File: src/dmfm_defines.vh
// constants for the drive minor fault monitor
`ifndef DMFM_DEFINES_VH
`define DMFM_DEFINES_VH
`define DMFM_CLK_HZ            40000000
`define DMFM_CONFLICT_TIME_MS  500
`define DMFM_CONFLICT_CYCLES   ((`DMFM_CLK_HZ / 1000) * `DMFM_CONFLICT_TIME_MS)
`define DMFM_CYCLES_PER_MS     (`DMFM_CLK_HZ / 1000)
`define DMFM_FUNC_DRIVE_ENABLE 8'h6A
`define DMFM_ADDR_CTRL         12'h000
`define DMFM_ADDR_LIMIT        12'h004
`define DMFM_ADDR_TIME         12'h008
`define DMFM_ADDR_FUNC         12'h00C
`define DMFM_ADDR_STATUS       12'h010
`define DMFM_CTRL_ENC_BIT      0
`define DMFM_RST_LIMIT         16'h0064
`define DMFM_RST_TIME_MS       16'h0064
`define DMFM_ST_SPEED          0
`define DMFM_ST_DIODE          1
`define DMFM_ST_DISABLED       2
`define DMFM_ST_CONFLICT       3
`define DMFM_ST_PANEL          4
`define DMFM_ST_RAMP           5
`endif

File: src/dmfm_qual_timer.v
// qualification timer: output rises once condition held longer than limit
`timescale 1ns/1ps
module dmfm_qual_timer #(
  parameter W = 32
) (
  input  wire         pclk,
  input  wire         presetn,
  input  wire         cond,
  input  wire [W-1:0] limit,
  output wire         expired
);
  reg [W-1:0] cnt_q;
  reg         exp_q;

  // counter restarts whenever the condition drops
  always @(posedge pclk or negedge presetn) begin
    if (!presetn) begin
      cnt_q <= {W{1'b0}};
      exp_q <= 1'b0;
    end else if (!cond) begin
      cnt_q <= {W{1'b0}};
      exp_q <= 1'b0;
    end else if (cnt_q >= limit) begin
      exp_q <= 1'b1;        // strictly longer than limit
    end else begin
      cnt_q <= cnt_q + {{(W-1){1'b0}}, 1'b1};
    end
  end

  assign expired = exp_q;
endmodule

File: src/dmfm_top.v
// drive minor fault monitor with apb register access
`timescale 1ns/1ps
`include "dmfm_defines.vh"
// Notes on behaviour
// - speed error alarm when speed gap exceeds limit longer than error time
// - speed error alarm evaluated only with encoder card feedback
// - diode fan alarm follows any diode module fan alarm
// - input assigned function 6A turning off raises drive disabled alarm
// - conflict alarm when forward and reverse both on beyond 0.5 s
// - conflict alarm commands a ramp stop, not a coast
// - panel fan alarm follows panel fan controller alarm
module dmfm_top #(
  parameter NDIODE    = 4,
  parameter NIN       = 8,
  parameter SW        = 16,
  parameter CONF_CYC  = `DMFM_CONFLICT_CYCLES
) (
  input  wire              pclk,
  input  wire              presetn,
  input  wire              psel,
  input  wire              penable,
  input  wire              pwrite,
  input  wire [11:0]       paddr,
  input  wire [31:0]       pwdata,
  output reg  [31:0]       prdata,
  output wire              pready,
  output wire              pslverr,
  input  wire [SW-1:0]     speed_ref,
  input  wire [SW-1:0]     speed_fb,
  input  wire              encoder_present,
  input  wire [NDIODE-1:0] diode_fan_fault,
  input  wire              panel_fan_fault,
  input  wire [NIN-1:0]    contact_in,
  input  wire              fwd_run,
  input  wire              rev_run,
  output reg               speed_error_alarm,
  output reg               diode_fan_alarm,
  output reg               drive_disabled_alarm,
  output reg               run_direction_conflict_alarm,
  output reg               panel_fan_alarm,
  output reg               ramp_stop
);
  reg  [31:0]      ctrl_q;
  reg  [SW-1:0]    speed_error_limit_q;
  reg  [15:0]      speed_error_time_q;
  reg  [8*NIN-1:0] contact_input_function_select_q;
  reg  [SW-1:0]    gap;
  reg              en_any;
  reg              en_all_on;
  wire             spd_exp;
  wire             conf_exp;
  wire [31:0]      spd_limit;
  wire             wr_en;
  wire             addr_ok;
  wire             spd_cond;
  wire             conf_cond;
  integer          i;

  // absolute difference of two speeds
  function [SW-1:0] absdiff;
    input [SW-1:0] a;
    input [SW-1:0] b;
    begin
      absdiff = (a > b) ? (a - b) : (b - a);
    end
  endfunction

  // register map, one aligned word each:
  //   ctrl   bit0 enables the speed check
  //   limit  speed gap allowed before timing starts
  //   time   error time in ms, scaled below
  //   func   write-only: byte0 input index, byte1 function code
  //   status live alarm levels, read-only
  // the function table is write-only to keep the read mux small;
  // software must keep its own copy of what it assigned

  // apb: zero wait states, unmapped addresses answer with an error
  assign pready  = 1'b1;
  assign addr_ok = (paddr == `DMFM_ADDR_CTRL) || (paddr == `DMFM_ADDR_LIMIT) ||
                   (paddr == `DMFM_ADDR_TIME) || (paddr == `DMFM_ADDR_FUNC) ||
                   (paddr == `DMFM_ADDR_STATUS);
  assign pslverr = psel & penable & ~addr_ok;
  assign wr_en   = psel & penable & pwrite & addr_ok;

  // register writes; function table written one input per word at func offset
  always @(posedge pclk or negedge presetn) begin
    if (!presetn) begin
      ctrl_q                          <= 32'h0000_0000;
      speed_error_limit_q             <= `DMFM_RST_LIMIT;
      speed_error_time_q              <= `DMFM_RST_TIME_MS;
      contact_input_function_select_q <= {(8*NIN){1'b0}};
    end else if (wr_en) begin
      case (paddr)
        `DMFM_ADDR_CTRL:  ctrl_q <= pwdata;
        `DMFM_ADDR_LIMIT: speed_error_limit_q <= pwdata[SW-1:0];
        `DMFM_ADDR_TIME:  speed_error_time_q <= pwdata[15:0];
        `DMFM_ADDR_FUNC: begin
          // low byte picks the input, next byte its function code
          for (i = 0; i < NIN; i = i + 1) begin
            if (pwdata[7:0] == i[7:0])
              contact_input_function_select_q[8*i +: 8] <= pwdata[15:8];
          end
        end
        default: ;
      endcase
    end
  end

  // read mux; status shows live alarms
  always @* begin
    prdata = 32'h0000_0000;
    case (paddr)
      `DMFM_ADDR_CTRL:  prdata = ctrl_q;
      `DMFM_ADDR_LIMIT: prdata[SW-1:0] = speed_error_limit_q;
      `DMFM_ADDR_TIME:  prdata[15:0] = speed_error_time_q;
      `DMFM_ADDR_STATUS: begin
        prdata[`DMFM_ST_SPEED]    = speed_error_alarm;
        prdata[`DMFM_ST_DIODE]    = diode_fan_alarm;
        prdata[`DMFM_ST_DISABLED] = drive_disabled_alarm;
        prdata[`DMFM_ST_CONFLICT] = run_direction_conflict_alarm;
        prdata[`DMFM_ST_PANEL]    = panel_fan_alarm;
        prdata[`DMFM_ST_RAMP]     = ramp_stop;
      end
      default: prdata = 32'h0000_0000;
    endcase
  end

  // speed gap and drive-enable input scan
  always @* begin
    gap       = absdiff(speed_ref, speed_fb);
    en_any    = 1'b0;
    en_all_on = 1'b1;
    for (i = 0; i < NIN; i = i + 1) begin
      if (contact_input_function_select_q[8*i +: 8] == `DMFM_FUNC_DRIVE_ENABLE) begin
        en_any = 1'b1;
        if (!contact_in[i])
          en_all_on = 1'b0;
      end
    end
  end

  // error time in ms scaled to clock cycles
  assign spd_limit = speed_error_time_q * `DMFM_CYCLES_PER_MS;

  // speed check needs both the card present and software enable;
  // either one dropping restarts the timer, so no stale count survives
  assign spd_cond = (gap > speed_error_limit_q) & encoder_present &
                    ctrl_q[`DMFM_CTRL_ENC_BIT];

  // both run contacts closed at once
  assign conf_cond = fwd_run & rev_run;

  // speed deviation qualification, only with encoder feedback
  dmfm_qual_timer #(.W(32)) u_spd (
    .pclk    (pclk),
    .presetn (presetn),
    .cond    (spd_cond),
    .limit   (spd_limit),
    .expired (spd_exp)
  );

  // forward and reverse both closed
  dmfm_qual_timer #(.W(32)) u_conf (
    .pclk    (pclk),
    .presetn (presetn),
    .cond    (conf_cond),
    .limit   (CONF_CYC),
    .expired (conf_exp)
  );

  // speed error alarm; clears with the timer when the gap closes
  always @(posedge pclk or negedge presetn) begin
    if (!presetn) begin
      speed_error_alarm <= 1'b0;
    end else begin
      speed_error_alarm <= spd_exp;
    end
  end

  // diode fan alarm; any single module fault is enough
  always @(posedge pclk or negedge presetn) begin
    if (!presetn) begin
      diode_fan_alarm <= 1'b0;
    end else begin
      diode_fan_alarm <= |diode_fan_fault;
    end
  end

  // drive disabled; a level, so it clears once the input closes again
  always @(posedge pclk or negedge presetn) begin
    if (!presetn) begin
      drive_disabled_alarm <= 1'b0;
    end else begin
      drive_disabled_alarm <= en_any & ~en_all_on;
    end
  end

  // run direction conflict alarm
  always @(posedge pclk or negedge presetn) begin
    if (!presetn) begin
      run_direction_conflict_alarm <= 1'b0;
    end else begin
      run_direction_conflict_alarm <= conf_exp;
    end
  end

  // ramp stop request; same timing as the alarm so the two never disagree
  always @(posedge pclk or negedge presetn) begin
    if (!presetn) begin
      ramp_stop <= 1'b0;
    end else begin
      ramp_stop <= conf_exp;
    end
  end

  // panel fan alarm follows the fan controller
  always @(posedge pclk or negedge presetn) begin
    if (!presetn) begin
      panel_fan_alarm <= 1'b0;
    end else begin
      panel_fan_alarm <= panel_fan_fault;
    end
  end
endmodule

File: config.mk
export PLATFORM = sky130hd
export DESIGN_NAME = dmfm_top
export DESIGN_NICKNAME = d
export VERILOG_FILES = /design/src/dmfm_qual_timer.v /design/src/dmfm_top.v
export VERILOG_INCLUDE_DIRS = /design/src
export SDC_FILE = /design/constraint.sdc
export NUM_CORES = 1
export LEC_CHECK = 0
export BUFFER_PORTS_ARGS = -buffer_cell sky130_fd_sc_hd__buf_2
export CAP_MARGIN = 20
export CORE_ASPECT_RATIO = 1.4
export CORE_MARGIN = 3
export CORE_UTILIZATION = 36
export DETAILED_ROUTE_END_ITERATION = 10
export HOLD_SLACK_MARGIN = 0.1
export RECOVER_POWER = 100
export SLEW_MARGIN = 20
export SYNTH_ARGS = -nofsm -noshare
export SYNTH_HDL_FRONTEND = slang
export SYNTH_SLANG_ARGS = --single-unit
File: constraint.sdc
create_clock -name pclk -period 10.5 [get_ports pclk]
set_clock_uncertainty 0.05 [all_clocks]
set_input_delay 2.1 -clock pclk [delete_from_list [all_inputs] [get_ports pclk]]
set_output_delay 2.1 -clock pclk [all_outputs]
set_load 0.02 [all_outputs]
# After elaboration in Yosys (flattened, before gate mapping)

Cells that the tools add are included.

Bitwise gates (word level): 10
Reductions and logical operators: 18
$add $sub $neg: 4
Magnitude comparators: 4
Multiplexer cells: 36
Eq/ne operators: 23
$mul: 1

Operators with widths:

| operator                 | number |
|---|---|
| $mux W32                 | 4 |
| $add A32 B1 Y32 const B  | 2 |
| $eq A8 B7 Y1 const B     | 8 |
| $eq A8 B3 Y1 const B     | 4 |
| $ge A32 B25 Y1 const B   | 1 |
| $ge A32 B32 Y1           | 1 |
| $gt A16 B16 Y1           | 2 |
| $mux W16                 | 2 |
| $sub A16 B16 Y16         | 2 |
| $pmux W10 S3             | 1 |
| $mux W1                  | 28 |
| $mul A16 B10 Y26 const B | 1 |
| $eq A12 B4 Y1 const B    | 2 |
| $pmux W6 S4              | 1 |
| $reduce_and A3 Y1        | 8 |
| $eq A8 B2 Y1 const B     | 2 |
| $eq A12 B3 Y1 const B    | 1 |
| $eq A12 B5 Y1 const B    | 1 |
| $logic_not A12 Y1        | 1 |
| $and A1 B1 Y1            | 8 |
| $eq A8 B1 Y1 const B     | 1 |
| $logic_not A8 Y1         | 1 |
| $ne A2 B2 Y1 const B     | 4 |
| $reduce_and A2 Y1        | 3 |
| 3 further kinds          | 7 |

Logic and storage cells: 116
Output and inout port bits: 40
Input bits: 97
Bits in registers: 199

# Longest topological paths before layout

Depth after elaboration: 18
Mapped depth: 29

# Hierarchy

Synthesis repeated with hierarchy kept, for this count alone.

Cell total of the unflattened synthesis: 1623
Area total of the unflattened synthesis: 15598.7 um2

By module, submodules not included:

| module                    | area each (um2) | times used | sequential area each (um2) | cells an instance |
|---|---|---|---|---|
| dmfm_top                  | 10158.5         | 1          | 3335.7                     | 995 |
| dmfm_qual_timer at u_conf | 2730.1          | 1          | 825.8                      | 315 |
| dmfm_qual_timer at u_spd  | 2710.1          | 1          | 825.8                      | 313 |

# Worst setup path after synthesis

Ideal clock, no wire load.

Path kind: register to register
From: register speed_error_time_q[5]
To: register u_spd.cnt_q[2]
Path buffers: 1
Clock period less this slack: 6.899 ns
Data arrival time: 6.730 ns
Path slack: 3.601 ns
Setup time: 0.119 ns
Cell stages (with the launch flop): 27
Cell sequence: dfstp_2 > inv_1 > fa_1 > inv_1 > ha_1 > inv_1 > fa_1 > inv_1 > ha_1 > inv_1 > fa_1 > inv_1 > ha_1 > or4_1 > o21ai_0 > o21ai_0 > a2111oi_0 > nor3_1 > xnor2_1 > ha_1 > nand4_1 > or2_2 > or3_1 > o21ai_0 > clkbuf_1 > nor3b_1 > o21ba_2

Cells in the longest elaborated chain, start to end: 3

RTL lines:

| element                    | RTL line             | text |
|---|---|---|
| from (decl)                | dmfm_top.v:45        | `reg [15:0] speed_error_time_q;` |
| from (signal assigned)     | dmfm_top.v:90        | `` speed_error_time_q <= `DMFM_RST_TIME_MS; `` |
| from (signal assigned)     | dmfm_top.v:96        | `` `DMFM_ADDR_TIME: speed_error_time_q <= pwdata[15:0]; `` |
| $mul A16 B10 Y26 (no line) | --                   |  |
| $ge A32 B32 Y1             | dmfm_qual_timer.v:23 | `end else if (cnt_q >= limit) begin` |
| $ne A2 B2 Y1 (no line)     | --                   |  |
| to (signal assigned)       | dmfm_qual_timer.v:18 | `cnt_q <= {W{1'b0}};` |
| to (signal assigned)       | dmfm_qual_timer.v:21 | `cnt_q <= {W{1'b0}};` |
| to (signal assigned)       | dmfm_qual_timer.v:26 | `cnt_q <= cnt_q + {{(W-1){1'b0}}, 1'b1};` |
| to (decl)                  | dmfm_qual_timer.v:12 | `reg [W-1:0] cnt_q;` |

No other way between the ends.
A chain may end at the register's enable or synchronous reset.

# Worst setup path after layout

From: register speed_error_time_q[5]
To: register u_spd.cnt_q[4]

Same word-level chain as after synthesis.

==> reports/results.txt <==
The tools report the nature of the critical path endpoint as a flip-flop. The final route contains 10,900 vias. In the routed layout, each cell is associated on average with a via count of 5.14. Mean routed wirelength per cell: 16.7 um. The net switching share of the total power was 29.5%. The count of unique library cells instantiated by Yosys is 71. The largest area contributor in the netlist is dfrtp_1.

The smallest clock period supported by the final layout is computed as 8.10 ns. For the proportion of power drawn by the clock network, the log shows 41.0%. TritonCTS built the clock tree. Violation count after the first detailed-routing iteration: 424.

Sorting the synthesized cells by how often they occur yields 193 x dfrtp_1, 173 x inv_1, 147 x ha_1, 97 x mux2_2, 96 x nor2_1. The first detailed-routing pass took 5 iterations. Yosys printed 0 warnings.

The tools report the data arrival time of the critical path as 8.43 ns. The number of global-route vias before repair is 11,000, and the final net count is 1,856. Hold is met by 0.336 ns.

Among all flip-flop cells after synthesis, the most frequent one is dfrtp_1. The register-to-register setup slack is 2.40 ns. The min-delay analysis places its worst path in the category flip-flop to flip-flop. Setup repair after global routing left no endpoint under its margin. The final cycle utilization of the critical path is 77.2%, and the first-pass GRT wire length is 56.7 mm. Internal power comes to 1.22 mW. Summed over all nets, the switching power comes to 0.509 mW.

The I/O pin total came out at 137. Of all flip-flops after synthesis, the portion carrying an async set or reset was 100%. For this run, the number of standard cells in the final layout without fillers is 2,110.

Routability-driven placement finished with a final weighted congestion of 0.872. The synthesized area per cell is 9.64 um2, and the worst reg-to-reg path cell count is 25. The antenna diode count is 0, and the sum of overflow across all layers after global routing is 0.

The power density normalized to cell area is 109 nW/um2, and the sequential element share of the synthesized area is 35.2%. For the post-synthesis instance total, the log shows 1,470. Measured along the y axis, the die boundary spans 241 um. Placeable core area: 38,600 um2. The logs give 0 for the number of failing hold endpoints at the final stage and 0 for the post-route DRC violation count. STA classifies the critical path startpoint as a flip-flop. The worst register-to-register path begins at speed_error_time_q[5]. Per report_power, the sequential group accounts for 44.5% of the total.

The checks that failed: capacitance limit, slew limit. The share of total power dissipated in combinational logic is 14.4%. For this design, the slowest cell found on the critical path is o21ai_0. The tools report the endpoint of the lowest-slack register-to-register path as u_spd.cnt_q[4]. The required time of the critical path is 10.83 ns, and the worst-case headroom to the max-slew limit is -321%. CTS placed an instance of clkbuf_16 at the clock tree root.

Most common cell in the synthesized netlist: dfrtp_1. The logs give 7.79 nW for the total leakage power and 0 for the number of buffers inserted by hold repair at cts. The die is 174 um wide. The number of clock sinks was 199. The area growth from synthesis to layout is 11.9%.

The run finished, with violations left. Number of register bits inferred by synthesis: 199. The run gives 4 as the number of levels in the clock H-tree. Number of setup violations in the final report: 0. Buffers inserted during clock tree synthesis total 17.

Entering global routing, the biggest net connects 116 pins. Global routing consumed, over all layers together, 16.9% of the routing resources. The stage delay of the slowest cell on the critical path came out at 0.91 ns. In this run, synthesis inferred 0 flip-flops with an integrated enable.

No sink is reached through more buffers than the 2 on the longest clock path. The area enclosed by the die boundary was 41,800 um2. During placement, the flow inserted port buffers numbering 135. The number of inserted filler cells in the final layout was 3,856; the cell row count was 85.

Gates resized during post-CTS repair numbered 0. The clock-pin transition on the worst setup and hold timing paths was 0.09 ns. Tracing the worst setup path back leads to its startpoint at speed_error_time_q[5].

Post-synthesis net count: 1,751. The routed design has 35.1 mm of wire. For this configuration, the core starts out at a cell density of 36.7%. In the post-synthesis netlist, the biggest area contributors are dfrtp_1 34%, ha_1 13%, mux2_2 7.7%. The fraction of final layout cells with drive strength greater than 1 is 15.7%, and the share of the synthesized area in the top cell type is 34.1%. Summed over all failing endpoints, the final setup total negative slack is 0 ns.

The tools report the number of buffers inserted to repair setup after CTS as 0. The peak ir drop on the vdd network was 0.0000855 V; the number of cells on the worst hold path was 0. The number of slew-limit violations in the final report was 179; the max-capacitance violation count was 3. Worst-margin pin slew: 6.32 ns. Cells fill 41.1% of the core in the end.

In this design, the critical path's most frequently occurring cell is inv_1. After legalization and detailed placement, the total HPWL measured 27.5 mm. After detailed placement, the design holds a cell count of 2,078. For the maximum clock frequency, the log shows 123 MHz. The tools report the number of nets still failing antenna checks after routing as 0. The synthesized cell area is 14,200 um2, and the clock insertion delay at the later pin of the skew report is 0.46 ns. Along the worst path, the maximum fanout reaches 12. The critical path ends at u_spd.cnt_q[4].

The setup path with the least slack is of type flip-flop to flip-flop. The number of antenna violations at the first check in global routing was 3.
area by class of cell:
cell class	count	area [um2]	area share (%)
multi-input combinational	1041	8250	52.0
sequential	199	4990	31.5
timing repair buffer	143	669	4.22
tap	522	653	4.12
inverter	173	649	4.10
clock buffer	17	425	2.68
clock inverter	15	216	1.37
layer usage:
metal	GRT usage [%]	share of wire [%]	vias to the layer above
met1	19.3	41	5314
met4	6.66	3.0	4
met3	2.75	2.8	50
met5	0	0.060	-
li1	-	-	5337
met2	31.4	53	148
state kept, by name, indices dropped and copies added (netlist names), 16 cells and up:
register / flops
contact_input_function_select_q: 64
ctrl_q: 32
speed_error_limit_q: 16
speed_error_time_q: 16
u_conf.cnt_q: 32
u_spd.cnt_q: 32
critical path, delay by kind of cell, from the launching register on:
| family | cells | cell delay [ns] |
|---|---|---|
| compound gates | 8 | 2.91 |
| fa+ha+maj | 7 | 2.64 |
| buf+inv | 6 | 0.40 |
| flops | 1 | 0.60 |
| simple gates | 4 | 1.41 |
cell families (layout without fill, tap and decap cells):
kind of cell    Yosys count  after routing  synth area share [%]
mux                     121            121                  9.43
buf+inv                 230            348                  6.20
flops                   199            199                  35.2
other cells               1              1                0.0265
compound gates          294            294                  12.7
fa+ha+maj               184            184                  18.2
simple gates            390            390                  15.1
xor+xnor                 51             51                  3.15
how the worst min path moves through the flow:
stage | start | to | slack (ns)
after floorplan | u_conf.expired | ramp_stop | 0.30
after global placement | u_conf.expired | ramp_stop | 0.31
after detailed placement | u_spd.expired | speed_error_alarm | 0.31
after CTS | u_conf.expired | ramp_stop | 0.34
after global routing | u_conf.expired | ramp_stop | 0.34
final | u_conf.expired | ramp_stop | 0.34
per-stage QoR:
stage                     total power, mW  cell area, um2  setup WS, ns
final                                1.73           15800          2.40
after global routing                 1.80           15800          1.62
after CTS                            1.75           16000          2.39
after detailed placement             1.04           15400          2.48
after global placement               1.03           15400          2.66
after floorplan                     0.945           14200          3.60
power by group through the flow:
| stage | combinational [mW] | clock, mW | sequential (mW) |
|---|---|---|---|
| after global placement | 0.248 | 0 | 0.783 |
| after CTS | 0.254 | 0.725 | 0.768 |
| final | 0.249 | 0.708 | 0.768 |
| after detailed placement | 0.253 | 0 | 0.783 |
| after floorplan | 0.161 | 0 | 0.783 |
| after global routing | 0.280 | 0.753 | 0.768 |
cells in the final DEF, fill, tap and decap left out, drive strengths merged, types with 35 or more instances in the layout:
master and count:
inv 181, dfrtp 193, xnor2 35, o21ai 91
nor2 97, nand2 74, clkbuf 63, ha 147
buf 97, mux2 100, a21oi 90, fa 37
a21o 38
Note: power is estimated with default switching activity, not from simulation.
